## src/verilog/addr_mode_pkg.sv

```systemverilog
package addr_mode_pkg;

   ////////////////////////////////////////////////////////////////////////////
   // widths and counts
   localparam int ADDR_W = 16;
   localparam int DATA_W = 8;
   localparam int INSTR_COUNT = 62;
   localparam logic [5:0] INSTR_LIMIT = 6'h3E;

   // instruction lengths in bytes, opcode included
   localparam logic [1:0] LEN_ONE = 2'h1;
   localparam logic [1:0] LEN_TWO = 2'h2;
   localparam logic [1:0] LEN_THREE = 2'h3;

   // high address byte forced for page-zero modes
   localparam logic [7:0] PAGE_ZERO_HI = 8'h00;

   // values after reset
   localparam logic [15:0] ADDR_RESET = 16'h0000;
   localparam logic [7:0] BYTE_RESET = 8'h00;
   localparam logic [1:0] COUNT_RESET = 2'h0;

   ////////////////////////////////////////////////////////////////////////////
   // types
   typedef logic [ADDR_W-1:0] addr_t;
   typedef logic [DATA_W-1:0] byte_t;

   typedef enum logic [2:0] {
      MODE_INH,
      MODE_IMM,
      MODE_DIR,
      MODE_EXT,
      MODE_IX0,
      MODE_IX1,
      MODE_IX2,
      MODE_REL
   } mode_e;

   typedef struct packed {
      logic [5:0] instrIdx;
      mode_e mode;
      logic isMultiply;
      logic condTrue;
      addr_t opcodeAddr;
      byte_t regA;
      byte_t regX;
   } cmd_s;

   typedef struct packed {
      mode_e mode;
      logic [1:0] length;
      logic illegal;
      logic eaValid;
      addr_t effAddr;
      logic immValid;
      byte_t immData;
      logic branchTaken;
      addr_t nextPc;
      logic mulValid;
      byte_t newA;
      byte_t newX;
   } res_s;

   // instruction length for each addressing mode
   function automatic logic [1:0] mode_length(input mode_e m);
      case (m)
         MODE_INH: mode_length = LEN_ONE;
         MODE_IX0: mode_length = LEN_ONE;
         MODE_EXT: mode_length = LEN_THREE;
         MODE_IX2: mode_length = LEN_THREE;
         default: mode_length = LEN_TWO;
      endcase
   endfunction

endpackage

```

## src/verilog/addressing_mode_decoder.sv

```systemverilog
`timescale 1ns/1ps
`default_nettype none

//Behaviour
//[RULE1] 62 instructions, each in one of eight modes
//[RULE2] multiply A by X, X high, A low
//[RULE3] inherent: opcode only, no operand bytes
//[RULE4] immediate: two bytes, data byte, no address
//[RULE5] direct: low byte given, high byte zero
//[RULE6] extended: three bytes, high then low address
//[RULE7] no-offset index: one byte, X low, zero high
//[RULE8] indexed 8-bit: X plus byte, may carry
//[RULE9] indexed 16-bit: X plus high/low offset
//[RULE10] relative: branches only, taken adds offset to PC
//[RULE11] signed offset from next instruction address
//[RULE12] 16-bit address sums wrap, carry dropped
module addressing_mode_decoder
   import addr_mode_pkg::*;
(
   input wire logic clk_sys,
   input wire logic rst,
   input wire logic cmdValid,
   output logic cmdReady,
   input wire cmd_s cmd,
   input wire logic byteValid,
   output logic byteReady,
   input wire byte_t byteData,
   output logic resValid,
   input wire logic resReady,
   output res_s res,
   output logic busy
);

   ////////////////////////////////////////////////////////////////////////////
   // declarations
   typedef enum logic [1:0] {
      ST_IDLE,
      ST_FETCH,
      ST_CALC,
      ST_RESP
   } state_e;

   state_e state_r;
   state_e state_nxt;
   cmd_s cmd_r;
   cmd_s cmd_nxt;
   // operand bytes as fetched: op1 follows the opcode, op2 comes after it
   byte_t op1_r;
   byte_t op1_nxt;
   byte_t op2_r;
   byte_t op2_nxt;
   logic [1:0] cnt_r;
   logic [1:0] cnt_nxt;
   logic [1:0] len_r;
   logic [1:0] len_nxt;
   logic illegal_r;
   logic illegal_nxt;
   res_s res_r;
   res_s res_nxt;
   logic resValid_r;
   logic resValid_nxt;

   logic illegalIn;
   logic [1:0] lenIn;
   logic [1:0] opNeed;
   addr_t seqPc;
   addr_t adderBase;
   addr_t adderOffset;
   addr_t adderSum;
   byte_t mulHi;
   byte_t mulLo;

   // zero-page address from one byte; direct, no-offset and 8-bit index share it
   function automatic addr_t page_zero(input byte_t lo);
      page_zero = {PAGE_ZERO_HI, lo};
   endfunction

   ////////////////////////////////////////////////////////////////////////////
   // incoming command checks
   // an index past the instruction set, or a multiply in anything but
   // inherent mode, is flagged and fetches no operand bytes
   // a refused instruction still counts one byte so the core can step over it
   always_comb begin
      illegalIn = 1'b0;
      if (cmd.instrIdx >= INSTR_LIMIT) begin // [RULE1]
         illegalIn = 1'b1;
      end else if (cmd.isMultiply && (cmd.mode != MODE_INH)) begin
         illegalIn = 1'b1;
      end
   end

   // length depends on the mode, or is one byte when refused; inherent and no-offset indexed
   // are opcode-only, so they skip fetch entirely
   assign lenIn = illegalIn ? LEN_ONE : mode_length(cmd.mode); // [RULE3] [RULE7]

   // operand bytes still owed after the opcode
   assign opNeed = len_r - LEN_ONE;

   ////////////////////////////////////////////////////////////////////////////
   // shared arithmetic
   // address of the next sequential instruction
   // wraps at the top of memory, like the adder
   assign seqPc = cmd_r.opcodeAddr + {{(ADDR_W-2){1'b0}}, len_r}; // [RULE12]

   // one adder serves both indexed offsets and the branch target;
   // sixteen bits settle easily in a 25 ns cycle, and one adder beats three
   always_comb begin
      adderBase = page_zero(cmd_r.regX);
      adderOffset = {op1_r, op2_r}; // [RULE9]
      case (cmd_r.mode)
         MODE_IX1: begin
            // both unsigned, so the sum tops out at 0x01FE
            adderOffset = page_zero(op1_r); // [RULE8]
         end
         MODE_REL: begin
            // target counts from the byte after the branch
            adderBase = seqPc; // [RULE11]
            adderOffset = {{(ADDR_W-DATA_W){op1_r[DATA_W-1]}}, op1_r}; // [RULE11]
         end
         default: begin
            adderOffset = {op1_r, op2_r};
         end
      endcase
   end

   ea_adder #(
      .W(ADDR_W)
   ) u_ea_adder (
      .base(adderBase),
      .offset(adderOffset),
      .sum(adderSum) // [RULE12]
   );

   // product is combinational and is only used once registered in the result
   unsigned_multiply #(
      .W(DATA_W)
   ) u_unsigned_multiply (
      .multiplicand(cmd_r.regA),
      .multiplier(cmd_r.regX),
      .productHi(mulHi),
      .productLo(mulLo)
   );

   ////////////////////////////////////////////////////////////////////////////
   // sequencer next state
   always_comb begin
      state_nxt = state_r;
      cmd_nxt = cmd_r;
      op1_nxt = op1_r;
      op2_nxt = op2_r;
      cnt_nxt = cnt_r;
      len_nxt = len_r;
      illegal_nxt = illegal_r;
      res_nxt = res_r;
      resValid_nxt = resValid_r;
      case (state_r)
         ST_IDLE: begin
            // the command is copied whole, so the core may change cmd once taken
            if (cmdValid) begin
               cmd_nxt = cmd;
               len_nxt = lenIn;
               illegal_nxt = illegalIn;
               cnt_nxt = COUNT_RESET;
               op1_nxt = BYTE_RESET;
               op2_nxt = BYTE_RESET;
               if (lenIn == LEN_ONE) begin
                  state_nxt = ST_CALC; // [RULE3]
               end else begin
                  state_nxt = ST_FETCH;
               end
            end
         end
         ST_FETCH: begin
            // first operand byte is the high half where two follow
            // a stalled memory simply holds us here; any timeout is the core's
            if (byteValid) begin
               if (cnt_r == COUNT_RESET) begin
                  op1_nxt = byteData; // [RULE6]
               end else begin
                  op2_nxt = byteData; // [RULE6]
               end
               // end point is the owed byte count, so two-byte modes stop after one
               cnt_nxt = cnt_r + 2'h1;
               if ((cnt_r + 2'h1) == opNeed) begin
                  state_nxt = ST_CALC;
               end
            end
         end
         ST_CALC: begin
            // defaults describe an instruction that touches nothing: no address,
            // no data, registers handed back unchanged
            res_nxt.mode = cmd_r.mode;
            res_nxt.length = len_r;
            res_nxt.illegal = illegal_r;
            res_nxt.eaValid = 1'b0;
            res_nxt.effAddr = ADDR_RESET;
            res_nxt.immValid = 1'b0;
            res_nxt.immData = BYTE_RESET;
            res_nxt.branchTaken = 1'b0;
            res_nxt.nextPc = seqPc;
            res_nxt.mulValid = 1'b0;
            res_nxt.newA = cmd_r.regA;
            res_nxt.newX = cmd_r.regX;
            if (!illegal_r) begin
               case (cmd_r.mode)
                  MODE_INH: begin
                     if (cmd_r.isMultiply) begin
                        res_nxt.mulValid = 1'b1;
                        res_nxt.newX = mulHi; // [RULE2]
                        res_nxt.newA = mulLo; // [RULE2]
                     end
                  end
                  MODE_IMM: begin
                     // data used as is, no address formed
                     res_nxt.immValid = 1'b1; // [RULE4]
                     res_nxt.immData = op1_r; // [RULE4]
                  end
                  MODE_DIR: begin
                     res_nxt.eaValid = 1'b1;
                     res_nxt.effAddr = page_zero(op1_r); // [RULE5]
                  end
                  MODE_EXT: begin
                     res_nxt.eaValid = 1'b1;
                     res_nxt.effAddr = {op1_r, op2_r}; // [RULE6]
                  end
                  MODE_IX0: begin
                     res_nxt.eaValid = 1'b1;
                     res_nxt.effAddr = page_zero(cmd_r.regX); // [RULE7]
                  end
                  MODE_IX1: begin
                     // reaches up to one past the first page
                     res_nxt.eaValid = 1'b1;
                     res_nxt.effAddr = adderSum; // [RULE8]
                  end
                  MODE_IX2: begin
                     res_nxt.eaValid = 1'b1;
                     res_nxt.effAddr = adderSum; // [RULE9]
                  end
                  default: begin
                     // branch target reported even when not taken
                     // a branch not taken falls through to the sequential address
                     res_nxt.effAddr = adderSum;
                     res_nxt.branchTaken = cmd_r.condTrue; // [RULE10]
                     if (cmd_r.condTrue) begin
                        res_nxt.nextPc = adderSum; // [RULE10]
                     end
                  end
               endcase
            end
            resValid_nxt = 1'b1;
            state_nxt = ST_RESP;
         end
         default: begin
            // result stands until taken
            // a new command is refused until then, so results never mix
            if (resReady) begin
               resValid_nxt = 1'b0;
               state_nxt = ST_IDLE;
            end
         end
      endcase
   end

   ////////////////////////////////////////////////////////////////////////////
   // sequencer registers
   // results clear to zero so nothing reads as a valid address after reset
   always_ff @(posedge clk_sys) begin
      if (rst) begin
         state_r <= ST_IDLE;
         cmd_r <= '0;
         op1_r <= BYTE_RESET;
         op2_r <= BYTE_RESET;
         cnt_r <= COUNT_RESET;
         len_r <= LEN_ONE;
         illegal_r <= 1'b0;
         res_r <= '0;
         resValid_r <= 1'b0;
      end else begin
         state_r <= state_nxt;
         cmd_r <= cmd_nxt;
         op1_r <= op1_nxt;
         op2_r <= op2_nxt;
         cnt_r <= cnt_nxt;
         len_r <= len_nxt;
         illegal_r <= illegal_nxt;
         res_r <= res_nxt;
         resValid_r <= resValid_nxt;
      end
   end

   ////////////////////////////////////////////////////////////////////////////
   // outputs
   // cmdReady and byteReady are decoded from state; resValid and result data are registered
   // busy spans fetch too, so the core can hold its program counter
   assign cmdReady = (state_r == ST_IDLE);
   assign byteReady = (state_r == ST_FETCH);
   assign resValid = resValid_r;
   assign res = res_r;
   assign busy = (state_r != ST_IDLE);

endmodule

`default_nettype wire

```

## src/verilog/ea_adder.sv

```systemverilog
`timescale 1ns/1ps
`default_nettype none

module ea_adder #(
   parameter int W = 16
) (
   input wire logic [W-1:0] base,
   input wire logic [W-1:0] offset,
   output logic [W-1:0] sum
);

   logic [W:0] fullSum;

   // carry out of the top bit is dropped, so addresses wrap
   assign fullSum = {1'b0, base} + {1'b0, offset};
   assign sum = fullSum[W-1:0];

endmodule

`default_nettype wire

```

## src/verilog/unsigned_multiply.sv

```systemverilog
`timescale 1ns/1ps
`default_nettype none

module unsigned_multiply #(
   parameter int W = 8
) (
   input wire logic [W-1:0] multiplicand,
   input wire logic [W-1:0] multiplier,
   output logic [W-1:0] productHi,
   output logic [W-1:0] productLo
);

   logic [2*W-1:0] product;

   // both operands unsigned, full double-width product
   assign product = multiplicand * multiplier;
   assign productHi = product[2*W-1:W];
   assign productLo = product[W-1:0];

endmodule

`default_nettype wire
```

## config.mk

```make
export PLATFORM = sky130hd
export DESIGN_NAME = addressing_mode_decoder
export DESIGN_NICKNAME = d
export VERILOG_FILES = /design/src/verilog/addr_mode_pkg.sv /design/src/verilog/addressing_mode_decoder.sv /design/src/verilog/ea_adder.sv /design/src/verilog/unsigned_multiply.sv
export SDC_FILE = /design/constraint.sdc
export NUM_CORES = 1
export LEC_CHECK = 0
export BUFFER_PORTS_ARGS = -buffer_cell sky130_fd_sc_hd__buf_2
export CAP_MARGIN = 20
export CORE_MARGIN = 8
export CORE_UTILIZATION = 59
export CTS_CLUSTER_SIZE = 12
export DETAILED_ROUTE_END_ITERATION = 10
export PLACE_DENSITY = 0.82
export SLEW_MARGIN = 10
export SYNTH_ARGS = -nofsm -noshare
export SYNTH_HDL_FRONTEND = slang
export SYNTH_HIERARCHICAL = 1
export SYNTH_SLANG_ARGS = --single-unit
```

## constraint.sdc

```tcl
create_clock -name clk_sys -period 5.5 [get_ports clk_sys]
set_clock_uncertainty 0.05 [all_clocks]
set_input_delay 0.55 -clock clk_sys [delete_from_list [all_inputs] [get_ports clk_sys]]
set_output_delay 0.55 -clock clk_sys [all_outputs]
set_load 0.01 [all_outputs]
```

==> key figures, run 1 <==
Global routing
  • GRT Util Overall: 25.6%
  • Largest net degree at the start of global routing: 73
  • Initial antenna violation count: 0
  • Global-route wire length before repair: 40200 um
  • Total grt overflow: 0
  • Vias in the first global route: 7839

STA
  • Worst-Margin Slew: 1010 ps
  • Final Max Tran Viols: 0
  • WHS: 309 ps
  • Post-layout minimum cycle time: 4960 ps
  • Final Cycle Share: 90.2%
  • Setup total negative slack: 0 ps
  • Hold Vio Cnt, Final: 0
  • Unrepaired setup endpoints after global routing: no
  • Final setup fails: 0
  • Max transition margin: 32.3%
  • Max Freq: 0.202 GHz

Floorplanning
  • Initial Utilization: 59.4%
  • I/O pins: 126
  • Core region area: 15000 um2
  • Die Wd: 139 um
  • Die area: 19300 um2
  • Core Rows: 45
  • Height of the chip: 139 um

Synth
  • #FFs+latches synth: 127
  • Synthesized area: 8890 um2
  • Post-synthesis xor/xnor area fraction: 3.74%
  • Post-Synth Adder-Cell Area: 16.7%
  • Multiplexer area fraction after synthesis: 4.18%
  • Synth area leader: dfxtp_1
  • Main synth FF type: dfxtp_1
  • Synth async-reset ratio: 0%
  • Post-synth EDFFs: 0
  • Syn avg cell area: 8.07 um2
  • Register area share after synthesis: 28.6%
  • Ys Warns: 6
  • Synth unique cells: 61
  • Post-Syn Nets: 1253
  • Synth top area share: 28.6%
  • Combinational family with the most area after synthesis: simple AND/OR/NAND/NOR gates
  • Synth Area in Compound Gates: 19.6%
  • Cell count after synthesis: 1101
  • Synth Area in Simple Gates: 21.4%
  • Synth top area cells: dfxtp_1 (29%), fa_1 (8.6%), ha_1 (8.2%)

Clock network
  • Post-CTS sizing: 0
  • # hold bufs at CTS: 0
  • Postcts setup bufs: 0
  • Maximum clock path buffer count: 2
  • H-tree depth: 4
  • Num CTS Buffers: 17
  • CTS Root Buffer Type: clkbuf_16
  • TritonCTS Sinks: 127
  • Clk slew on worst S/H paths: 60 ps
  • CTS tree: yes
  • Clock Latency Late Sink: 420 ps

Final layout
  • N_diodes: 0
  • Nets: 1349
  • Number of fill cells: 1234
  • Area of the multi-input gates: 5830 um2
  • Share of layout cells above drive strength 1: 15.7%
  • P&R area growth vs syn: 14.5%
  • Final cell count without fillers: 1398
  • Reg area: 2540 um2

Worst setup path
  • CP endpoint kind: register
  • FF-to-FF path depth: 17
  • Crit path arrival time: 5200 ps
  • Worst setup path class: reg2reg
  • Critical path fanouts, max: 6
  • Data required time at the worst endpoint: 5740 ps
  • Setup crit start kind: register

Outcome
  • Outcome: finished clean

Routing
  • Pre-Repair DR Iteration Count: 5
  • Wirelength, routed: 25000 um
  • Drt via density: 5.96
  • Via count: 8339
  • DRT iter0 DRCs: 649
  • Drt wl/cell: 17.9 um
  • Post-route ant nets: 0
  • DRC viols: 0

Pwr
  • Pint: 0.00214 W
  • VDD IR max: 0.248 mV
  • Switching Fraction: 38.2%
  • Seq pwr share: 34.9%
  • Sw power: 0.00132 W
  • Pleak: 4.62 nW
  • Comb pwr share: 33.7%
  • Share of total power in the clock network: 31.5%
  • Pwr Density: 341 nW/um2

Placed design
  • Placed cells: 1366
  • RePlAce Congestion: 0.959
  • Post-DP HPWL: 18000 um
  • Port Buffer Count: 124

Flow run
  • Maxcap violations: 0

Hold path
  • Worst hold path type: in2reg
  • Hold Path Depth: 3
[routing by layer]
layer	routed length (um)	track usage, %
met3	2520	7.44
met5	0	0
met2	10900	39.4
met4	613	9.13
met1	11000	33.6
[state kept, by name, summed over array words and instances, names as in the netlist]
name	cells
state_r	2
cmd_r	37
cnt_r	2
illegal_r	1
len_r	2
resValid	1
op1_r	8
op2_r	8
res	66
[synth_stat cells (2+ instances only)]
cell type and number:
nand2_1 171, o221ai_1 10, a31oi_1 6, o211ai_1 3, nor3b_1 3, inv_2 2
nand3b_1 2, xnor2_1 25, nor2_1 97, a22oi_1 19, a22o_1 16, nand4_1 7
dfxtp_1 127, buf_1 2, o21a_1 2, o31ai_1 3, o2111ai_1 8, mux2i_1 27
clkbuf_1 53, a21o_1 16, inv_1 72, xor2_1 13, buf_2 3, nor3_1 6
nor2b_1 7, a21oi_1 89, nand3_1 18, a21boi_0 2, o21ai_1 2, and4_1 2
nor4_1 4, a311oi_1 21, o22ai_1 11, fa_1 38, a21oi_2 4, a211oi_1 5
and3_1 11, or3_1 4, mux2_2 9, o21ba_2 3, and2_1 59, a211o_1 4
o21ai_0 29, nand2b_1 12, ha_1 58
[cell type report]
cell class,instances,share of cell area [%]
multi-input combinational,840,57.3
sequential,127,25.0
timing repair buffer,137,7.08
clock buffer,22,4.46
inverter,74,2.73
tap,188,2.31
clock inverter,10,1.11
[worst paths after layout]
| kind | from | end | slack, ps |
|---|---|---|---|
| min reg2reg | res[46]$_SDFFE_PP0P_ | res[46]$_SDFFE_PP0P_ | 410 |
| max | len_r[0]$_SDFFE_PP1P_ | res[57]$_SDFFE_PP0P_ | 540 |
| min | cmd[6] | cmd_r[6]$_SDFFE_PP0P_ | 310 |
| max reg2reg | len_r[0]$_SDFFE_PP1P_ | res[57]$_SDFFE_PP0P_ | 540 |
[layout by cell type (no fill, tap or decap), types with 17 or more instances in the layout]
master	n
ha_1	57
nand2_1	171
a21oi_1	89
nor2_1	97
xnor2_1	25
dfxtp_1	127
and2_1	59
clkbuf_16	17
mux2i_1	27
a311oi_1	21
nand3_1	18
buf_2	123
o21ai_0	29
a22oi_1	19
fa_1	38
inv_1	72
[per-stage QoR]
step / setup slack [ps] / utilization [%] / area (um2) / power, W
2_1_floorplan: 1140 / - / 8890 / 0.00201
3_3_place_gp: 803 / 64.2 / 9610 / 0.00234
3_5_place_dp: 757 / 64.2 / 9610 / 0.00237
4_1_cts: 665 / 67.9 / 10200 / 0.00346
5_1_grt: 273 / 67.9 / 10200 / 0.00365
6_report: 542 / 67.9 / 10200 / 0.00347
[cells by family after synthesis]
group / Yosys count
adders and majority gates: 96
DFF: 127
muxes: 36
AOI/OAI and AO/OA: 260
buffers and inverters: 134
xor gates and xnor gates: 38
and+or+nand+nor: 410
[power groups by stage]
| stage | clock network [W] | logic (W) | registers [W] |
|---|---|---|---|
| after floorplan | 0 | 0.000829 | 0.00119 |
| after CTS | 0.00110 | 0.00116 | 0.00120 |
| after global routing | 0.00114 | 0.00129 | 0.00122 |
| after detailed placement | 0 | 0.00115 | 0.00122 |
| final | 0.00109 | 0.00117 | 0.00121 |
| after global placement | 0 | 0.00113 | 0.00121 |
[worst max-delay path: stages, from the launching register on]
cell      delay [ps]
dfxtp_1          520
ha_1             280
inv_1             70
fa_1             410
nand3b_1         300
nor4_1           410
xor2_1           160
nor2b_1          160
ha_1             380
nand2_1          120
nor3_1           340
a31oi_1          180
mux2i_1          140
or4_1            620
a22o_1           270
a22o_1           180
a22oi_1          150
nor2_1            50
Note: power is estimated with default switching activity, not from simulation.
==> inputs of run 2 (changes only) <==
--- a/config.mk
+++ b/config.mk
@@ -8,10 +8,10 @@
 export BUFFER_PORTS_ARGS = -buffer_cell sky130_fd_sc_hd__buf_2
 export CAP_MARGIN = 20
 export CORE_MARGIN = 8
-export CORE_UTILIZATION = 59
+export CORE_UTILIZATION = 58
 export CTS_CLUSTER_SIZE = 12
 export DETAILED_ROUTE_END_ITERATION = 10
-export PLACE_DENSITY = 0.82
+export PLACE_DENSITY = 0.88
 export SLEW_MARGIN = 10
 export SYNTH_ARGS = -nofsm -noshare
 export SYNTH_HDL_FRONTEND = slang
==> key figures, run 2 (synthesis gave the netlist of run 1 again) <==
Global routing
  • Initial antenna violation count: 0 (unchanged)
  • Global-route wire length before repair: 41200 um (+2.7%)
  • GRT Util Overall: 26.0% (+0.43 points)
  • Vias in the first global route: 8262 (+5.4%)
  • Largest net degree at the start of global routing: 83 (+14%)
  • Total grt overflow: 0 (unchanged)

Worst setup path
  • Register-to-Register Setup Slack: 660 ps (+120 ps)
  • Critical path fanouts, max: 6 (unchanged)
  • CP max stage cell: or4_1
  • Crit path buffers/inverters: 1 (unchanged)
  • FF-to-FF path depth: 17 (unchanged)
  • Crit path arrival time: 5090 ps (-110 ps)
  • Crit-path cells: ha_1 > inv_1 > fa_1 > nand3b_1 > nor4_1 > xor2_1 > nor2b_1 > ha_1 > nand2_1 > nor3_1 > a31oi_1 > mux2i_1 > or4_1 > a22o_1 > a22o_1 > a22oi_1 > nor2_1
  • R2R Path End: res[57]$_SDFFE_PP0P_
  • Setup crit start kind: register
  • CP endpoint kind: register
  • Critical Path Max Stage Delay: 620 ps (about the same)
  • RR Startpoint: len_r[0]$_SDFFE_PP1P_
  • Worst setup path class: reg2reg
  • Crit path max-delay family: simple AND/OR/NAND/NOR gates
  • Data required time at the worst endpoint: 5750 ps (about the same)

Floorplanning
  • I/O pins: 126 (unchanged)
  • Die area: 19500 um2 (+1.5%)
  • Core Rows: 45 (unchanged)
  • Height of the chip: 140 um (+0.76%)
  • Die Wd: 140 um (+0.76%)
  • Initial Utilization: 58.9% (-0.44 points)
  • Core region area: 15100 um2 (+0.75%)

STA
  • Post-layout minimum cycle time: 4840 ps (-117 ps)
  • Setup total negative slack: 0 ps (unchanged)
  • Hold Vio Cnt, Final: 0 (unchanged)
  • Unrepaired setup endpoints after global routing: no
  • Final Cycle Share: 88.0% (-2.1 points)
  • Worst-Margin Slew: 988 ps (-19.7 ps)
  • Final Max Tran Viols: 0 (unchanged)
  • Max transition margin: 33.7% (+1.3 points)
  • Max Freq: 0.207 GHz (+2.4%)
  • Final WS setup: 658 ps (+117 ps)
  • Final setup fails: 0 (unchanged)

Final layout
  • Nets: 1350 (+0.074%)
  • Largest register FFs: 66 (unchanged)
  • Commonest cells after routing, fill and taps aside: nand2_1 (171), dfxtp_1 (127), buf_2 (123)
  • Final Instance Area: 10200 um2 (+0.16%)
  • Commonest non-fill, non-tap cell in the layout: nand2_1
  • Share of layout cells above drive strength 1: 16.1% (+0.40 points)
  • P&R area growth vs syn: 14.6%
  • N_diodes: 0 (unchanged)

Placed design
  • Place WS: 752 ps (-5.32 ps)
  • Cell Area, Placed: 9620 um2 (about the same)
  • RePlAce Congestion: 0.948 (-1.2%)
  • Port Buffer Count: 124 (unchanged)
  • Post-DP HPWL: 18300 um (+1.9%)

Routing
  • DRC viols: 0 (unchanged)
  • Wirelength, routed: 25400 um (+1.5%)
  • Via count: 8417 (+0.94%)
  • Post-route ant nets: 0 (unchanged)
  • Drt via density: 6.02 (+0.86%)
  • Drt wl/cell: 18.1 um (+1.4%)
  • DRT iter0 DRCs: 815 (+26%)
  • Pre-Repair DR Iteration Count: 5 (unchanged)

Clock network
  • TritonCTS Sinks: 127 (unchanged)
  • # hold bufs at CTS: 0 (unchanged)
  • CTS tree: yes
  • H-tree depth: 4 (unchanged)
  • Post-CTS sizing: 0 (unchanged)
  • Clk slew on worst S/H paths: 60 ps (about the same)
  • CTS Root Buffer Type: clkbuf_16
  • Maximum clock path buffer count: 2 (unchanged)
  • Num CTS Buffers: 17 (unchanged)
  • Postcts setup bufs: 0 (unchanged)
  • Clock Latency Late Sink: 430 ps (about the same)

Flow run
  • Maxcap violations: 0 (unchanged)

Pwr
  • Pwr Density: 341 nW/um2 (about the same)
  • Pleak: 4.62 nW (about the same)
  • VDD IR max: 0.242 mV (-2.3%)

Hold path
  • Worst hold path type: in2reg
  • Hold Path End: cmd_r[0]$_SDFFE_PP0P_
  • Hold Path Depth: 3 (unchanged)
  • Hold path startpoint: cmd[0]

Outcome
  • Outcome: finished clean
run 2: through the flow:
step,hold slack [ps],power (W),cells,utilization [%]
floorplan,387,0.00201,1101,-
global placement,398,0.00233,1367,63.7
detailed placement,403,0.00237,1367,63.7
CTS,297,0.00346,1399,67.5
global route,309,0.00366,1399,67.5
finish,309,0.00347,1399,67.5
run 2: power by group:
| group | internal (W) | leakage, nW | switching (W) |
|---|---|---|---|
| Combinational | 0.000421 | 3.32 | 0.000752 |
| Sequential | 0.00105 | 1.03 | 0.000165 |
| Clock | 0.000639 | 0.267 | 0.000450 |
| Total | 0.00211 | 4.62 | 0.00137 |
run 2: worst min-delay path, stage by stage:
cell and delay [ps]:
buf_2 90, nand2_1 50, a21oi_1 50
run 2: worst max path at each step:
stage	slack [ps]	to	from	cells past startpoint
global route	240	res[57]$_SDFFE_PP0P_	len_r[0]$_SDFFE_PP1P_	17
finish	660	res[57]$_SDFFE_PP0P_	len_r[0]$_SDFFE_PP1P_	17
detailed placement	750	res[57]$_SDFFE_PP0P_	len_r[0]$_SDFFE_PP1P_	17
global placement	850	res[57]$_SDFFE_PP0P_	len_r[0]$_SDFFE_PP1P_	17
floorplan	1140	res[7]$_SDFFE_PP0P_	cmd_r[2]$_SDFFE_PP0P_	17
CTS	730	res[57]$_SDFFE_PP0P_	len_r[0]$_SDFFE_PP1P_	17
run 2: layer usage:
layer / routed length (um) / up-vias / global-route usage, %
met5: 0 / - / 0
met4: 777 / 0 / 11.7
met3: 2540 / 60 / 7.25
met2: 11100 / 406 / 39.3
met1: 11000 / 3953 / 34.0
li1: - / 3998 / -
run 2: layout make-up:
type	count	area [um2]
multi-input cells	840	5830
fillers	1220	4900
flip-flops and latches	127	2540
repair buffers	138	728
clock buffers	18	439
inverters	74	278
well taps	188	235
clock inverters	14	136
